<file path="src/core/epi_pkg.sv">
// constants for the external pin interrupt block
package epi_pkg;
    // register offsets on the 8-bit register port
    localparam logic [7:0] EPI_ADDR_FLAGS = 8'h1C;
    localparam logic [7:0] EPI_ADDR_MASK = 8'h1D;
    localparam logic [7:0] EPI_ADDR_SENSE = 8'h69;
    localparam logic [7:0] EPI_ADDR_PMASK0 = 8'h6B;
    localparam logic [7:0] EPI_ADDR_PMASK1 = 8'h6C;
    localparam logic [7:0] EPI_ADDR_PMASK2 = 8'h6D;
    localparam logic [7:0] EPI_ADDR_PMASK3 = 8'h6E;
    // field positions
    localparam int EPI_EXT_BIT = 0;
    localparam int EPI_GRP_BIT_LO = 4;
    localparam int EPI_NUM_GROUPS = 4;
    localparam int EPI_GRP_W = 8;
    localparam int EPI_NUM_PC = 31;
    // writable bits of each register
    localparam logic [7:0] EPI_MASK_WR_BITS = 8'hF1;
    localparam logic [7:0] EPI_SENSE_WR_BITS = 8'h03;
    localparam logic [7:0] EPI_PMASK3_WR_BITS = 8'h7F;
    // values after reset
    localparam logic [7:0] EPI_MASK_RST = 8'h00;
    localparam logic [7:0] EPI_SENSE_RST = 8'h00;
    localparam logic [7:0] EPI_FLAGS_RST = 8'h00;
    localparam logic [7:0] EPI_PMASK_RST = 8'h00;
    localparam logic [7:0] EPI_RDATA_RST = 8'h00;
    // sense selections
    localparam logic [1:0] EPI_SENSE_LOW = 2'h0;
    localparam logic [1:0] EPI_SENSE_ANY = 2'h1;
    localparam logic [1:0] EPI_SENSE_FALL = 2'h2;
    localparam logic [1:0] EPI_SENSE_RISE = 2'h3;
    // input sampling depth in clock cycles
    localparam int EPI_SYNC_STAGES = 3;
endpackage

</file>
<file path="src/core/epi_ctrl.sv">
// external pin and pin-change interrupt controller
//
// Chosen here: strobed register access.
`timescale 1ns/1ps
module epi_ctrl #(
    parameter bit FULL_PINS = 1'b1
) (
    // clock and reset
    input wire logic clk_in,
    input wire logic rst_in,
    // register port
    input wire logic [7:0] reg_addr_in,
    input wire logic [7:0] reg_wdata_in,
    input wire logic reg_wr_in,
    input wire logic reg_rd_in,
    output logic [7:0] reg_rdata_out,
    // external pins
    input wire logic ext_irq_pin_in,
    input wire logic [epi_pkg::EPI_NUM_PC-1:0] pin_change_inputs_in,
    // processor side
    input wire logic global_irq_enable_in,
    input wire logic io_clk_run_in,
    input wire logic ext_irq_ack_in,
    input wire logic [epi_pkg::EPI_NUM_GROUPS-1:0] group_ack_in,
    output logic ext_irq_request_out,
    output logic [epi_pkg::EPI_NUM_GROUPS-1:0] pin_change_group_request_out,
    output logic wake_request_out
);
    import epi_pkg::*;

    // pin mask register select: hit flag and group index
    function automatic logic [2:0] pmask_sel(input logic [7:0] addr);
        logic [2:0] sel;
        sel = 3'h0;
        case (addr)
            EPI_ADDR_PMASK0: sel = 3'h4;
            EPI_ADDR_PMASK1: sel = 3'h5;
            EPI_ADDR_PMASK2: sel = 3'h6;
            EPI_ADDR_PMASK3: sel = 3'h7;
            default: sel = 3'h0;
        endcase
        return sel;
    endfunction

    // software state
    logic [7:0] mask_q; // group enables and pin enable
    logic [1:0] sense_q; // pin sense selection
    logic [7:0] pmask_q [EPI_NUM_GROUPS]; // per-input masks
    logic ext_flag_q; // pin flag
    logic [EPI_NUM_GROUPS-1:0] grp_flag_q; // group flags
    logic [7:0] rdata_q; // read data, one cycle late

    // input sampling chain: bit 0 is the pin, 31..1 the inputs
    logic [31:0] raw;
    logic [31:0] sync1_q;
    logic [31:0] sync2_q;
    logic [31:0] sync3_q;
    logic [31:0] filt_q; // agreed value
    logic [31:0] prev_q; // agreed value one cycle earlier

    // event terms
    logic [32:0] pc_chg; // top bit pads group 3 to a full byte
    logic [EPI_NUM_GROUPS-1:0] grp_set;
    logic [EPI_NUM_GROUPS-1:0] grp_en;
    logic [EPI_NUM_GROUPS-1:0] grp_live;
    logic ext_now;
    logic ext_rise;
    logic ext_fall;
    logic ext_set;
    logic level_mode;
    logic flag_wr;
    logic [7:0] flag_w1;
    logic [2:0] wsel;
    logic [2:0] rsel;
    logic [7:0] rd_d;
    logic [31:0] wake_diff;

    // the pad value is read back even when the pin is an output,
    // so a write to the pin's driver raises a request too
    assign raw = {pin_change_inputs_in, ext_irq_pin_in};

    // three-stage sampler; filt follows once stages 2 and 3 agree
    // it starts at zero, so high pins look like a change after reset;
    // all enables are clear by then, so no flag can come of it
    always_ff @(posedge clk_in) begin
        if (rst_in) begin
            sync1_q <= 32'h00000000;
            sync2_q <= 32'h00000000;
            sync3_q <= 32'h00000000;
        end else begin
            sync1_q <= raw;
            sync2_q <= sync1_q;
            sync3_q <= sync2_q;
        end
    end

    // agreement filter and previous-value copy
    always_ff @(posedge clk_in) begin
        if (rst_in) begin
            filt_q <= 32'h00000000;
            prev_q <= 32'h00000000;
        end else begin
            filt_q <= (sync3_q & ~(sync2_q ^ sync3_q))
                | (filt_q & (sync2_q ^ sync3_q));
            prev_q <= filt_q;
        end
    end

    // change against the previously captured value
    // group 3 has seven inputs; its eighth slice bit is the zero pad
    assign pc_chg = {1'b0, filt_q[31:1] ^ prev_q[31:1], 1'b0};
    assign grp_en = mask_q[EPI_GRP_BIT_LO +: EPI_NUM_GROUPS];

    // groups 3 and 2 exist only on the full-pin variant
    generate
        for (genvar g = 0; g < EPI_NUM_GROUPS; g++) begin : g_grp
            // group g spans inputs 8g+7..8g (group 3 ends at 30)
            assign grp_live[g] = FULL_PINS || (g < 2);
            assign grp_set[g] = grp_live[g] && grp_en[g]
                && |(pc_chg[g*EPI_GRP_W+1 +: EPI_GRP_W]
                & pmask_q[g]);
        end
    endgenerate

    // edge terms need the I/O clock; gated off when it stops
    assign ext_now = filt_q[0];
    assign ext_rise = ext_now & ~prev_q[0];
    assign ext_fall = ~ext_now & prev_q[0];
    assign level_mode = (sense_q == EPI_SENSE_LOW);

    // sense decode for the pin
    always_comb begin
        ext_set = 1'b0;
        if (io_clk_run_in) begin
            case (sense_q)
                EPI_SENSE_ANY: ext_set = ext_rise | ext_fall;
                EPI_SENSE_FALL: ext_set = ext_fall;
                EPI_SENSE_RISE: ext_set = ext_rise;
                default: ext_set = 1'b0; // level needs no flag
            endcase
        end
    end

    // write strobes
    assign flag_wr = reg_wr_in && (reg_addr_in == EPI_ADDR_FLAGS);
    assign flag_w1 = flag_wr ? reg_wdata_in : 8'h00;
    assign wsel = pmask_sel(reg_addr_in);
    assign rsel = pmask_sel(reg_addr_in);

    // enable mask; bits 3..1 never store
    always_ff @(posedge clk_in) begin
        if (rst_in) begin
            mask_q <= EPI_MASK_RST;
        end else if (reg_wr_in && reg_addr_in == EPI_ADDR_MASK) begin
            mask_q <= reg_wdata_in & EPI_MASK_WR_BITS;
        end
    end

    // sense selection
    always_ff @(posedge clk_in) begin
        if (rst_in) begin
            sense_q <= EPI_SENSE_RST[1:0];
        end else if (reg_wr_in && reg_addr_in == EPI_ADDR_SENSE) begin
            sense_q <= reg_wdata_in[1:0];
        end
    end

    // per-input masks; group 3 has only seven inputs
    always_ff @(posedge clk_in) begin
        if (rst_in) begin
            for (int i = 0; i < EPI_NUM_GROUPS; i++) begin
                pmask_q[i] <= EPI_PMASK_RST;
            end
        end else if (reg_wr_in && wsel[2]) begin
            if (wsel[1:0] == 2'h3) begin
                pmask_q[3] <= reg_wdata_in & EPI_PMASK3_WR_BITS;
            end else begin
                pmask_q[wsel[1:0]] <= reg_wdata_in;
            end
        end
    end

    // pin flag: held clear in level mode, set beats clear
    always_ff @(posedge clk_in) begin
        if (rst_in) begin
            ext_flag_q <= EPI_FLAGS_RST[EPI_EXT_BIT];
        end else if (level_mode) begin
            ext_flag_q <= 1'b0;
        end else if (ext_set) begin
            ext_flag_q <= 1'b1;
        end else if (ext_irq_ack_in || flag_w1[EPI_EXT_BIT]) begin
            ext_flag_q <= 1'b0;
        end
    end

    // group flags: set on change, cleared by entry or a one
    always_ff @(posedge clk_in) begin
        if (rst_in) begin
            grp_flag_q <= EPI_FLAGS_RST[EPI_GRP_BIT_LO +: 4];
        end else begin
            grp_flag_q <= grp_set | (grp_flag_q & ~group_ack_in
                & ~flag_w1[EPI_GRP_BIT_LO +: 4]);
        end
    end

    // read mux; absent registers and reserved bits read zero, except mask bits 7..6 on the reduced part
    always_comb begin
        rd_d = 8'h00;
        if (rsel[2]) begin
            rd_d = grp_live[rsel[1:0]] ? pmask_q[rsel[1:0]] : 8'h00;
        end else begin
            case (reg_addr_in)
                EPI_ADDR_MASK: rd_d = mask_q;
                EPI_ADDR_SENSE: rd_d = {6'h00, sense_q};
                EPI_ADDR_FLAGS: begin
                    rd_d = 8'h00;
                    rd_d[EPI_GRP_BIT_LO +: 4] = grp_flag_q
                        & grp_live;
                    rd_d[EPI_EXT_BIT] = ext_flag_q;
                end
                default: rd_d = 8'h00; // unmapped reads zero
            endcase
        end
    end

    // read data stands only in the cycle after the strobe
    always_ff @(posedge clk_in) begin
        if (rst_in) begin
            rdata_q <= EPI_RDATA_RST;
        end else begin
            rdata_q <= reg_rd_in ? rd_d : 8'h00;
        end
    end
    assign reg_rdata_out = rdata_q;

    // requests stay up until the flag drops or enables fall
    assign pin_change_group_request_out =
        grp_flag_q & grp_en & {4{global_irq_enable_in}};
    // level mode requests straight from the sampled pin;
    // a glitch shorter than the sampler is not guaranteed
    assign ext_irq_request_out = global_irq_enable_in
        && mask_q[EPI_EXT_BIT]
        && (level_mode ? ~ext_now : ext_flag_q);

    // clockless wake: raw pins against the last agreed value;
    // a low level that ends before start-up still wakes us but
    // leaves no request behind, since the sampler never sees it
    assign wake_diff = (raw ^ filt_q) & {
        pmask_q[3][6:0] & {7{grp_en[3] & grp_live[3]}},
        pmask_q[2] & {8{grp_en[2] & grp_live[2]}},
        pmask_q[1] & {8{grp_en[1]}},
        pmask_q[0] & {8{grp_en[0]}}, 1'b0};
    assign wake_request_out = (|wake_diff)
        || (mask_q[EPI_EXT_BIT] && level_mode
        && !ext_irq_pin_in);
endmodule // epi_ctrl

</file>
<file path="config.mk">
export PLATFORM = sky130hd
export DESIGN_NAME = epi_ctrl
export DESIGN_NICKNAME = d
export VERILOG_FILES = /design/src/core/epi_pkg.sv /design/src/core/epi_ctrl.sv
export SDC_FILE = /design/constraint.sdc
export NUM_CORES = 1
export LEC_CHECK = 0
export BUFFER_PORTS_ARGS = -buffer_cell sky130_fd_sc_hd__buf_4
export CORE_ASPECT_RATIO = 0.9
export CORE_UTILIZATION = 50
export DETAILED_ROUTE_END_ITERATION = 7
export PLACE_DENSITY = 0.76
export SETUP_SLACK_MARGIN = 0.15
export SLEW_MARGIN = 0
export SYNTH_ARGS = -nofsm -noshare
export SYNTH_HDL_FRONTEND = slang
export SYNTH_SLANG_ARGS = --single-unit
export TNS_END_PERCENT = 20
</file>
<file path="constraint.sdc">
create_clock -name clk_in -period 1.79 [get_ports clk_in]
set_input_delay 0.179 -clock clk_in [delete_from_list [all_inputs] [get_ports clk_in]]
set_output_delay 0.179 -clock clk_in [all_outputs]
set_load 0.005 [all_outputs]
</file>
-- Word level (Yosys, flattened, before mapping)
Memories as Yosys holds them, arrays and structs flattened.
Index checks and enable logic that the tools add are counted.
- order comparisons: 1
- equal/unequal tests: 11
- muxes and demuxes: 26
- bitwise gates (word level): 30
- reduce and logical (&&, ||, !) cells: 25
- operator list (kind ; number):
    32-bit bitwise AND ; 3
    32-bit bitwise XOR ; 2
    8-bit bitwise AND ; 6
    8-bit by 7-bit equality test with 1-bit output, second input constant ; 5
    8-bit two-way mux ; 5
    8-bit OR reduction ; 5
    32-bit inverter ; 1
    32-bit bitwise OR ; 1
    32-bit OR reduction ; 1
    31-bit bitwise XOR ; 1
    8-bit one-hot mux with 3 select lines ; 1
    4-bit bitwise AND ; 4
    8-bit by 5-bit equality test with 1-bit output, second input constant ; 2
    1-bit two-way mux ; 16
    1-bit logical AND ; 12
    3-bit one-hot mux with 4 select lines ; 1
    7-bit by 8-bit bitwise AND with 8-bit output ; 1
    4-bit inverter ; 2
    7-bit bitwise AND ; 1
    2-bit equality test, second input constant ; 3
    4-bit bitwise OR ; 1
    2-bit OR reduction ; 2
    2-bit by 3-bit < comparator with 1-bit output, second input constant ; 1
    1-bit inverter ; 3
    other kinds (10) ; 13
- register bits: 180
- bits in writable memories: 32
- input bits: 59
- output and inout bits: 14
- memories: 1
- memories (name ; depth ; bits a word ; read ports ; clocked after memory_dff ; write ports ; line ; source):
    pmask_q ; 4 ; 8 ; 5 ; 0 ; 4 ; epi_ctrl.sv:48 ; logic [7:0] pmask_q [EPI_NUM_GROUPS];

-- Depth between registers and ports, before layout
Gate-level depths: netlist of run 1.
- word-level depth: 9
- gate-level depth with buffers: 6
- gate-level depth less buffers: 6

-- Worst setup path before layout of run 1
No wires, ideal clock.
- kind: input port to flip-flop
- start point: input reg_addr_in[7]
- end point: memory pmask_q[1][0] (enable)
- arrival time: 1366 ps
- required time: 1460 ps
- slack: 94 ps
- stages on the path: 6
- path buffers: 2
- cell sequence: nor4bb_1 -> buf_2 -> and3b_2 -> and4_1 -> buf_4 -> or2_1
- RTL lines (what ; line ; source):
    start, declared ; epi_ctrl.sv:12 ; input wire logic [7:0] reg_addr_in,
    end, declared ; epi_ctrl.sv:48 ;

==> metrics.cfg, run 1 <==
[sta]
max_freq_ghz = 0.4452
min_period_over_period_pct = 125.5
rsz0062_at_grt = yes
setup_violations = 1
period_needed_ps = 2246
hold_viol_final = 0
worst_pin_slew_ps = 694.2
drv_slew = 0
fin_ws_ps = -456.1
slew_headroom_pct = 53.72
clock_skew_ps = 9.754

[final_layout]
instances_no_fill = 1137
design_area_um2 = 10270
post_route_cells_drive_above_1_share_pct = 21.39
nets = 983
area_growth_pct = 28.84
final_common_cell = dfxtp_1
layout.cells.most_common_list = 176 x dfxtp_1, 146 x buf_4, 134 x nor2b_1, 62 x xor2_1, 43 x a21oi_1
multi_input_area_um2 = 3282
fillerInstances = 1163
diodes = 0
regArea_um2 = 4569

[global_route]
gr-total-overflow = 0
grt_pass1_wl_um = 29730
grt_pass1_vias = 6015
grt_max_degree = 73
antenna_found_initial = 1
grtUsageTotal_pct = 23.26

[power]
p_leak_nw = 4.362
power.density_nw_per_um2 = 944.6
ir_worst_vdd_uv = 871.9

[synth]
synth.distinct_cells = 49
syn_nets = 806
synth_edf_count = 32
synth_top_area_share_pct = 45.21
synth.yosys.warnings = 0
yosysSeqAreaShare_pct = 57.27
yosys_register_bits = 212
yosysTopAreaCell = dfxtp_1
avgSynthCellArea_um2 = 10.70
synth_flop_cell = dfxtp_1
synthTopCellsByArea = dfxtp_1 45%, edfxtp_1 12%, nor2b_1 11%, xor2_1 6.8%, a22oi_1 2.9%
synth_cells = 745
synthArstFlopShare_pct = 0
syn_area_um2 = 7970

[die]
chipWidth_um = 135.1
die_h_um = 121.8
dieArea_um2 = 16450
start_util_pct = 51.44
io-pin-count = 73
core.rowCount = 43
core_area_um2 = 15490

[hold_path]
hold_class = in -> reg
worstHoldStart = reg_wdata_in[0]

[run_status]
status = finished with violations
violations = negative setup slack

[clock_network]
clk_latency_ps = 490
cts.sinks = 212
clkTransAtPathRegs_ps = 60
cts_buffers = 21
root_buffer = clkbuf_16
post_cts_buffers = 0
htree_levels = 1
tritoncts = yes
clockBufferDepth = 3

[setup_path]
end_kind = output pin
cp_max_fo = 2
r2r-start = pmask_q[1][4]$_SDFFCE_PN0P_
crit_type = reg -> out
crit_path_start_kind = flop
crit_required_ps = 1610
cp.arrival_ps = 2070

[place]
dpl.hpwl_um = 13050
dpl_cell_area_um2 = 9201
pre_cts_ws_ps = -46.30
dp_cells = 1064
gp_congestion = 0.9560
portBuffers = 72

[route]
detail_route.wl_per_cell_um = 16.32
drcViolationCount = 0
via_count = 5969
vias_per_cell = 5.250
wl_um = 18550
drt_iter0_drc = 376
drtPass1Iterations = 5
postRouteAntennaNets = 0

[run]
max_cap_viol_count = 0

==> cell type report <==
cell class | count | area share (%)
clock buffer | 35 | 6.129
clock inverter | 1 | 0.04874
inverter | 8 | 0.2924
multi-input combinational | 493 | 31.96
sequential | 212 | 44.50
tap | 202 | 2.461
timing repair buffer | 186 | 14.61
==> worst paths after layout <==
kind,to,slack (ps),cells past startpoint
worst max-delay path,wake_request_out,-460,5
worst min-delay path,sense_q[0]$_SDFFE_PP0P_,20,3
worst max register to register,reg_rdata_out[4]$_SDFF_PP0_,370,5
worst min register to register,sync2_q[25]$_SDFF_PP0_,430,1
==> stage by stage <==
step | hold WS [ps] | utilization, % | setup TNS (ps) | power (mW)
2_1_floorplan | 307.2 | - | 0 | 5.363
3_3_place_gp | 408.7 | 59.38 | 0 | 5.632
3_5_place_dp | 416.5 | 59.38 | -421.7 | 5.651
4_1_cts | 10.67 | 66.12 | -475.4 | 9.759
5_1_grt | 23.24 | 66.27 | -551.7 | 10.04
6_report | 24.74 | 66.27 | -456.1 | 9.699
==> cell usage after synthesis, types with 8 or more instances <==
cell	instances
and2_1	30
dfxtp_1	180
edfxtp_1	32
clkbuf_1	22
inv_1	8
a22oi_1	31
xor2_1	62
mux2i_1	21
nand2_1	41
a21oi_1	43
and3_1	9
o21ai_0	36
nor2b_1	134
nor2_1	18
==> worst max-delay path, cell delays in order, from the launching register on <==
cell	delay, ps
dfxtp_1	320
xor2_1	170
a22oi_1	230
a41oi_2	190
or4_4	530
buf_6	130
==> power by group <==
part	switching, mW	internal (mW)
clock	1.69	2.38
sequential	0.0626	4.96
combinational	0.297	0.311
==> repair_timing <==
item,in CTS,in global routing
endpoints found under the setup margin,2,2
pin swaps,5,6
hold endpoints to repair,36,0
gates resized for setup,11,5
hold buffers,37,0
==> routing by layer <==
metal / track usage (%) / up-vias / part of all wire, %
li1: - / 2885 / -
met1: 29.77 / 2818 / 43
met2: 39.42 / 208 / 47
met4: 8.216 / 2 / 3.5
met5: 0 / - / 0.043
met3: 4.203 / 56 / 6.5
==> cell families after synthesis <==
kind of cell / synth area share [%]
AO/OA/AOI/OAI: 11.02
AND/OR/NAND/NOR: 19.67
buffers and inverters: 2.166
multiplexers: 2.637
flip-flops: 57.27
XOR/XNOR: 6.923
adder cells (fa/ha/maj): 0.3139
Power figures use the tool's default switching activity.
==> inputs of run 2 (changes only) <==
--- a/config.mk
+++ b/config.mk
@@ -10,6 +10,7 @@
 export CORE_UTILIZATION = 50
 export DETAILED_ROUTE_END_ITERATION = 7
 export PLACE_DENSITY = 0.76
+export RECOVER_POWER = 25
 export SETUP_SLACK_MARGIN = 0.15
 export SLEW_MARGIN = 0
 export SYNTH_ARGS = -nofsm -noshare
==> run 2 against run 1 <==
Against the previous run: the flow still finishes with violations (negative setup slack); routed wire length is essentially flat; register-to-register slack is essentially flat; combinational power shrank 1%; via count shrank 0.57%; core utilization shrank 0.27 points; highest routed layer unchanged; final cell count is the same; worst setup slack lost 4.9 ps; critical endpoint unchanged; largest power group unchanged; die area is the same; hold slack gained 5.4 ps; sequential share of layout area grew 0.18 points; critical path depth is the same.
==> metrics.cfg, run 2 (synthesized netlist as in run 1, its figures left out) <==
[run_status]
status = finished with violations
violations = negative setup slack

[die]
dieArea_um2 = 16450  ; unchanged
chipWidth_um = 135.1  ; unchanged
start_util_pct = 51.44  ; unchanged
io-pin-count = 73  ; unchanged
die_h_um = 121.8  ; unchanged
core_area_um2 = 15490  ; unchanged
core.rowCount = 43  ; unchanged

[route]
drtPass1Iterations = 5  ; unchanged
detail_route.wl_per_cell_um = 16.33  ; about the same
postRouteAntennaNets = 0  ; unchanged
wl_um = 18570  ; about the same
drcViolationCount = 0  ; unchanged
drt_iter0_drc = 450  ; +20%
vias_per_cell = 5.220  ; -0.57%
via_count = 5935  ; -0.57%

[run]
max_cap_viol_count = 0  ; unchanged

[setup_path]
cp_slowest_cell = or4_4
max_stage_delay_ps = 560  ; +30 ps
r2r_setup_slack_ps = 370  ; about the same
crit_required_ps = 1610  ; about the same
cp.arrival_ps = 2070  ; about the same
critPathBufInv = 1  ; unchanged
r2r-start = pmask_q[1][4]$_SDFFCE_PN0P_
crit_type = reg -> out
end_kind = output pin
cp_max_fo = 2  ; unchanged
worstPathCellList = xor2_1, a22oi_1, a41oi_2, or4_4, buf_6
crit_path_start_kind = flop
crit_family = simple AND/OR/NAND/NOR gates

[final_layout]
fillerInstances = 1181  ; +1.5%
area_growth_pct = 28.31
regArea_um2 = 4569  ; unchanged
layout.cells.most_common_list = 176 x dfxtp_1, 134 x nor2b_1, 133 x buf_4, 62 x xor2_1, 43 x a21oi_1
diodes = 0  ; unchanged
post_route_cells_drive_above_1_share_pct = 20.32  ; -1.1 points
final_core_util_pct = 66.00  ; -0.27 points
final_common_cell = dfxtp_1
nets = 983  ; unchanged
design_area_um2 = 10230  ; -0.41%
instances_no_fill = 1137  ; unchanged
multi_input_area_um2 = 3282  ; unchanged

[power]
p_leak_nw = 4.323  ; -0.91%
power.density_nw_per_um2 = 947.7  ; +0.33%
totalPowerFinal_mw = 9.691  ; about the same
ir_worst_vdd_uv = 872.6  ; about the same

[hold_path]
hold_class = in -> reg
worstHoldStart = reg_wdata_in[0]

[sta]
worst_pin_slew_ps = 1352  ; +658.0 ps
drv_slew = 0  ; unchanged
slew_headroom_pct = 9.854  ; -44 points
max_freq_ghz = 0.4443  ; -0.22%
period_needed_ps = 2251  ; +4.861 ps
min_period_over_period_pct = 125.8  ; +0.27 points
setup_violations = 1  ; unchanged
hold_viol_final = 0  ; unchanged
rsz0062_at_grt = yes
clock_skew_ps = 6.979  ; -2.775 ps
fin_ws_ps = -460.9  ; -4.861 ps
finalHoldWorstSlack_ps = 30.16  ; +5.419 ps
setup_tns_ps = -460.9  ; -4.861 ps

[clock_network]
clkTransAtPathRegs_ps = 60  ; about the same
htree_levels = 1  ; unchanged
clk_latency_ps = 490  ; about the same
tritoncts = yes
cts.sinks = 212  ; unchanged
clockBufferDepth = 3  ; unchanged
cts_buffers = 21  ; unchanged
root_buffer = clkbuf_16

[global_route]
gr-total-overflow = 0  ; unchanged
gr-usage-met3_pct = 4.203  ; unchanged
use_met2_pct = 39.42  ; unchanged
antenna_found_initial = 1  ; unchanged
grt_pass1_wl_um = 29730  ; unchanged
grt_max_degree = 73  ; unchanged
grt_pass1_vias = 6015  ; unchanged
top_usage_layer = met2
grtUsageTotal_pct = 23.26  ; unchanged
grt_use_met1_pct = 29.77  ; unchanged

[place]
dpl.hpwl_um = 13050  ; unchanged
portBuffers = 72  ; unchanged
dpl_cell_area_um2 = 9201  ; unchanged
pre_cts_ws_ps = -46.30  ; unchanged
dp_cells = 1064  ; unchanged
gp_congestion = 0.9560  ; unchanged

run 2: changes by cell type in the layout (fill, tap and decap cells not counted):
cell	delta
clkbuf_1	+10
buf_4	-13
clkbuf_4	+1
clkbuf_2	+2
run 2: timing repair:
item / 4_1_cts / 5_1_grt
setup endpoints to repair: 2 / 2
hold buffers: 37 / 0
buffers inserted: 0 / 0
pin swaps: 5 / 6
hold endpoints to repair: 36 / 0
gates resized for setup: 11 / 5
run 2: path summary, 6_finish.rpt:
kind	to	cells after the start
worst max-delay path	wake_request_out	5
worst min-delay path	sense_q[0]$_SDFFE_PP0P_	3
worst max register to register	reg_rdata_out[4]$_SDFF_PP0_	5
worst min register to register	sync2_q[25]$_SDFF_PP0_	1
run 2: metal layers:
layer	up-vias	part of all wire, %
met5	-	0.043
met3	52	6.4
li1	2886	-
met4	2	3.3
met2	205	48
met1	2790	43
run 2: final cells by class:
cell class,instances,share of cell area [%]
tap,202,2.472
sequential,212,44.68
clock inverter,1,0.04894
clock buffer,35,6.154
multi-input combinational,493,32.09
inverter,8,0.2936
timing repair buffer,186,14.25
run 2: where the power goes:
group	total (mW)	internal, mW	switching [mW]
clock	4.07	2.38	1.69
combinational	0.600	0.304	0.296
sequential	5.02	4.96	0.0629
run 2: worst register-to-register path: cells and delay by family, from the launching register on:
| kind | cells | cell delay (ps) |
|---|---|---|
| simple gates | 1 | 130 |
| compound gates | 2 | 420 |
| buf+inv | 1 | 150 |
| flops | 1 | 390 |
| mux | 1 | 180 |
==> inputs of run 3 (changes only) <==
--- a/config.mk
+++ b/config.mk
@@ -8,7 +8,9 @@
 export BUFFER_PORTS_ARGS = -buffer_cell sky130_fd_sc_hd__buf_4
 export CORE_ASPECT_RATIO = 0.9
 export CORE_UTILIZATION = 50
+export CTS_BUF_LIST = sky130_fd_sc_hd__clkbuf_4 sky130_fd_sc_hd__clkbuf_8 sky130_fd_sc_hd__clkbuf_16
 export DETAILED_ROUTE_END_ITERATION = 7
+export MAX_ROUTING_LAYER = met4
 export PLACE_DENSITY = 0.76
 export RECOVER_POWER = 25
 export SETUP_SLACK_MARGIN = 0.15
==> run 3 against run 2 <==
Against the previous run: the run still ends with negative setup slack left; register-to-register slack worse by 90 ps; hold slack got worse by 6.6 ps; total power increased by 6.3%; combinational power rose by 2%; sequential power about the same; die area is the same; routed wire length up 5.7%; sequential cell count did not move; sequential share of layout area down 0.69 points; critical path depth is the same; clock skew grew 10 ps; final cell count rose by 0.44%; critical path type unchanged; critical endpoint unchanged.
==> metrics.cfg, run 3 (synthesized netlist as in run 1, its figures left out) <==
[sta]
setup_violations = 1  ; unchanged
slew_headroom_pct = 8.473  ; -1.4 points
rsz0062_at_grt = yes
worst_pin_slew_ps = 1373  ; +20.72 ps
period_needed_ps = 2264  ; +12.60 ps
max_freq_ghz = 0.4418  ; -0.56%
clock_skew_ps = 16.95  ; +9.971 ps
fin_ws_ps = -473.5  ; -12.60 ps
min_period_over_period_pct = 126.5  ; +0.70 points
hold_viol_final = 0  ; unchanged
drv_slew = 0  ; unchanged

[power]
p_leak_nw = 4.423  ; +2.3%
swShare_pct = 21.25  ; +0.14 points
totalPowerFinal_mw = 10.31  ; +6.3%
seqPwrFrac_pct = 48.7  ; -3.1 points
power.density_nw_per_um2 = 991.9  ; +4.7%
p_sw_mw = 2.190  ; +7.1%
p_comb_share_pct = 6.0  ; -0.2 points
p_int_mw = 8.115  ; +6.2%
p_clk_share_pct = 45.3  ; +3.3 points
ir_worst_vdd_uv = 746.8  ; -14%

[setup_path]
crit_path_start_kind = flop
cp.arrival_ps = 2080  ; about the same
cp_max_fo = 5  ; +3
crit_type = reg -> out
end_kind = output pin
crit_required_ps = 1610  ; about the same

[clock_network]
clockBufferDepth = 3  ; unchanged
tritoncts = yes
post_cts_buffers = 0  ; unchanged
cts.sinks = 212  ; unchanged
htree_levels = 1  ; unchanged
clk_latency_ps = 510  ; +20 ps
clkTransAtPathRegs_ps = 70  ; about the same
root_buffer = clkbuf_16
cts_buffers = 22  ; +4.8%

[global_route]
antenna_found_initial = 0  ; -1
grt_max_degree = 128  ; +75%
grt_pass1_wl_um = 30800  ; +3.6%
grtUsageTotal_pct = 25.04  ; +1.8 points
grt_pass1_vias = 6140  ; +2.1%
gr-total-overflow = 0  ; unchanged

[die]
chipWidth_um = 135.1  ; unchanged
io-pin-count = 73  ; unchanged
core.rowCount = 43  ; unchanged
start_util_pct = 51.44  ; unchanged
core_area_um2 = 15490  ; unchanged
die_h_um = 121.8  ; unchanged
dieArea_um2 = 16450  ; unchanged

[place]
pre_cts_ws_ps = -36.31  ; +9.992 ps
dpl_cell_area_um2 = 9206  ; about the same
dp_cells = 1063  ; -0.094%
gp_congestion = 0.9795  ; +2.5%
portBuffers = 72  ; unchanged
dpl.hpwl_um = 13260  ; +1.6%

[route]
drt_iter0_drc = 413  ; -8.2%
postRouteAntennaNets = 0  ; unchanged
via_count = 6038  ; +1.7%
drtPass1Iterations = 5  ; unchanged
drcViolationCount = 0  ; unchanged
wl_um = 19630  ; +5.7%
detail_route.wl_per_cell_um = 17.19  ; +5.3%
vias_per_cell = 5.287  ; +1.3%

[final_layout]
layout.cells.most_common_list = 175 x dfxtp_1, 141 x buf_4, 134 x nor2b_1, 61 x xor2_1, 43 x a21oi_1
final_common_cell = dfxtp_1
nets = 985  ; +0.20%
design_area_um2 = 10390  ; +1.6%
instances_no_fill = 1142  ; +0.44%
diodes = 0  ; unchanged
post_route_cells_drive_above_1_share_pct = 21.91  ; +1.6 points
area_growth_pct = 30.36

[run_status]
violations = negative setup slack
status = finished with violations

[hold_path]
hold_class = in -> reg

[run]
max_cap_viol_count = 0  ; unchanged

run 3: changes by cell type in the layout (fill, tap and decap cells not counted), moves of 3 or more:
cell and change:
clkinv_1 +5, clkbuf_1 -17, buf_4 +8, clkbuf_4 +3
run 3: what timing repair did:
action / 4_1_cts / 5_1_grt
setup endpoints to repair: 2 / 2
gates resized for setup: 10 / 7
endpoints found under the hold margin: 38 / 0
hold buffers: 39 / 0
pin swaps: 6 / 5
run 3: final timing paths:
path,from,to,slack [ps],depth (start not counted)
worst max-delay path,flop,wake_request_out,-470,5
worst min-delay path,reg_wdata_in[6],mask_q[6]$_SDFFE_PP0P_,20,3
worst max register to register,flop,grp_flag_q[2]$_SDFF_PP0_,280,5
worst min register to register,sync1_q[20]$_SDFF_PP0_,sync2_q[20]$_SDFF_PP0_,430,1
run 3: metrics by stage:
step                hold slack, ps  setup TNS [ps]  utilization [%]
finish                       23.52          -473.5            67.05
global route                 16.58           -1264            67.05
CTS                          9.285          -466.1            67.02
detailed placement           414.1          -310.9            59.42
global placement             404.7          -6.576            59.42
floorplan                    307.2               0                -
run 3: cell type report:
cell class | instances | area [um2]
multi-input combinational | 493 | 3282
inverter | 8 | 30.03
timing repair buffer | 187 | 1501
tap | 202 | 252.7
clock inverter | 11 | 102.6
sequential | 212 | 4571
clock buffer | 29 | 650.6
fill | 1182 | 5105
run 3: power groups by stage:
stage	Clock, mW	Combinational, mW	Sequential [mW]
after floorplan	0	0.255	5.11
after global routing	4.95	0.655	5.03
after global placement	0	0.522	5.12
final	4.67	0.614	5.02
after CTS	4.74	0.609	5.02
after detailed placement	0	0.536	5.12
run 3: worst max-delay path: stages (launching register included):
cell and delay [ps]:
dfxtp_1 350, xor2_1 180, a22oi_1 190, a41oi_1 150
or4_4 570, buf_6 130
run 3: metal layers:
layer  global-route usage, %  up-vias  share of wire (%)
li1                        -     2891                  -
met1                   30.89     2878                 42
met2                   41.25      209                 48
met3                   3.870       60                6.0
met4                   9.831        0                3.6
met5                       -        -                  0
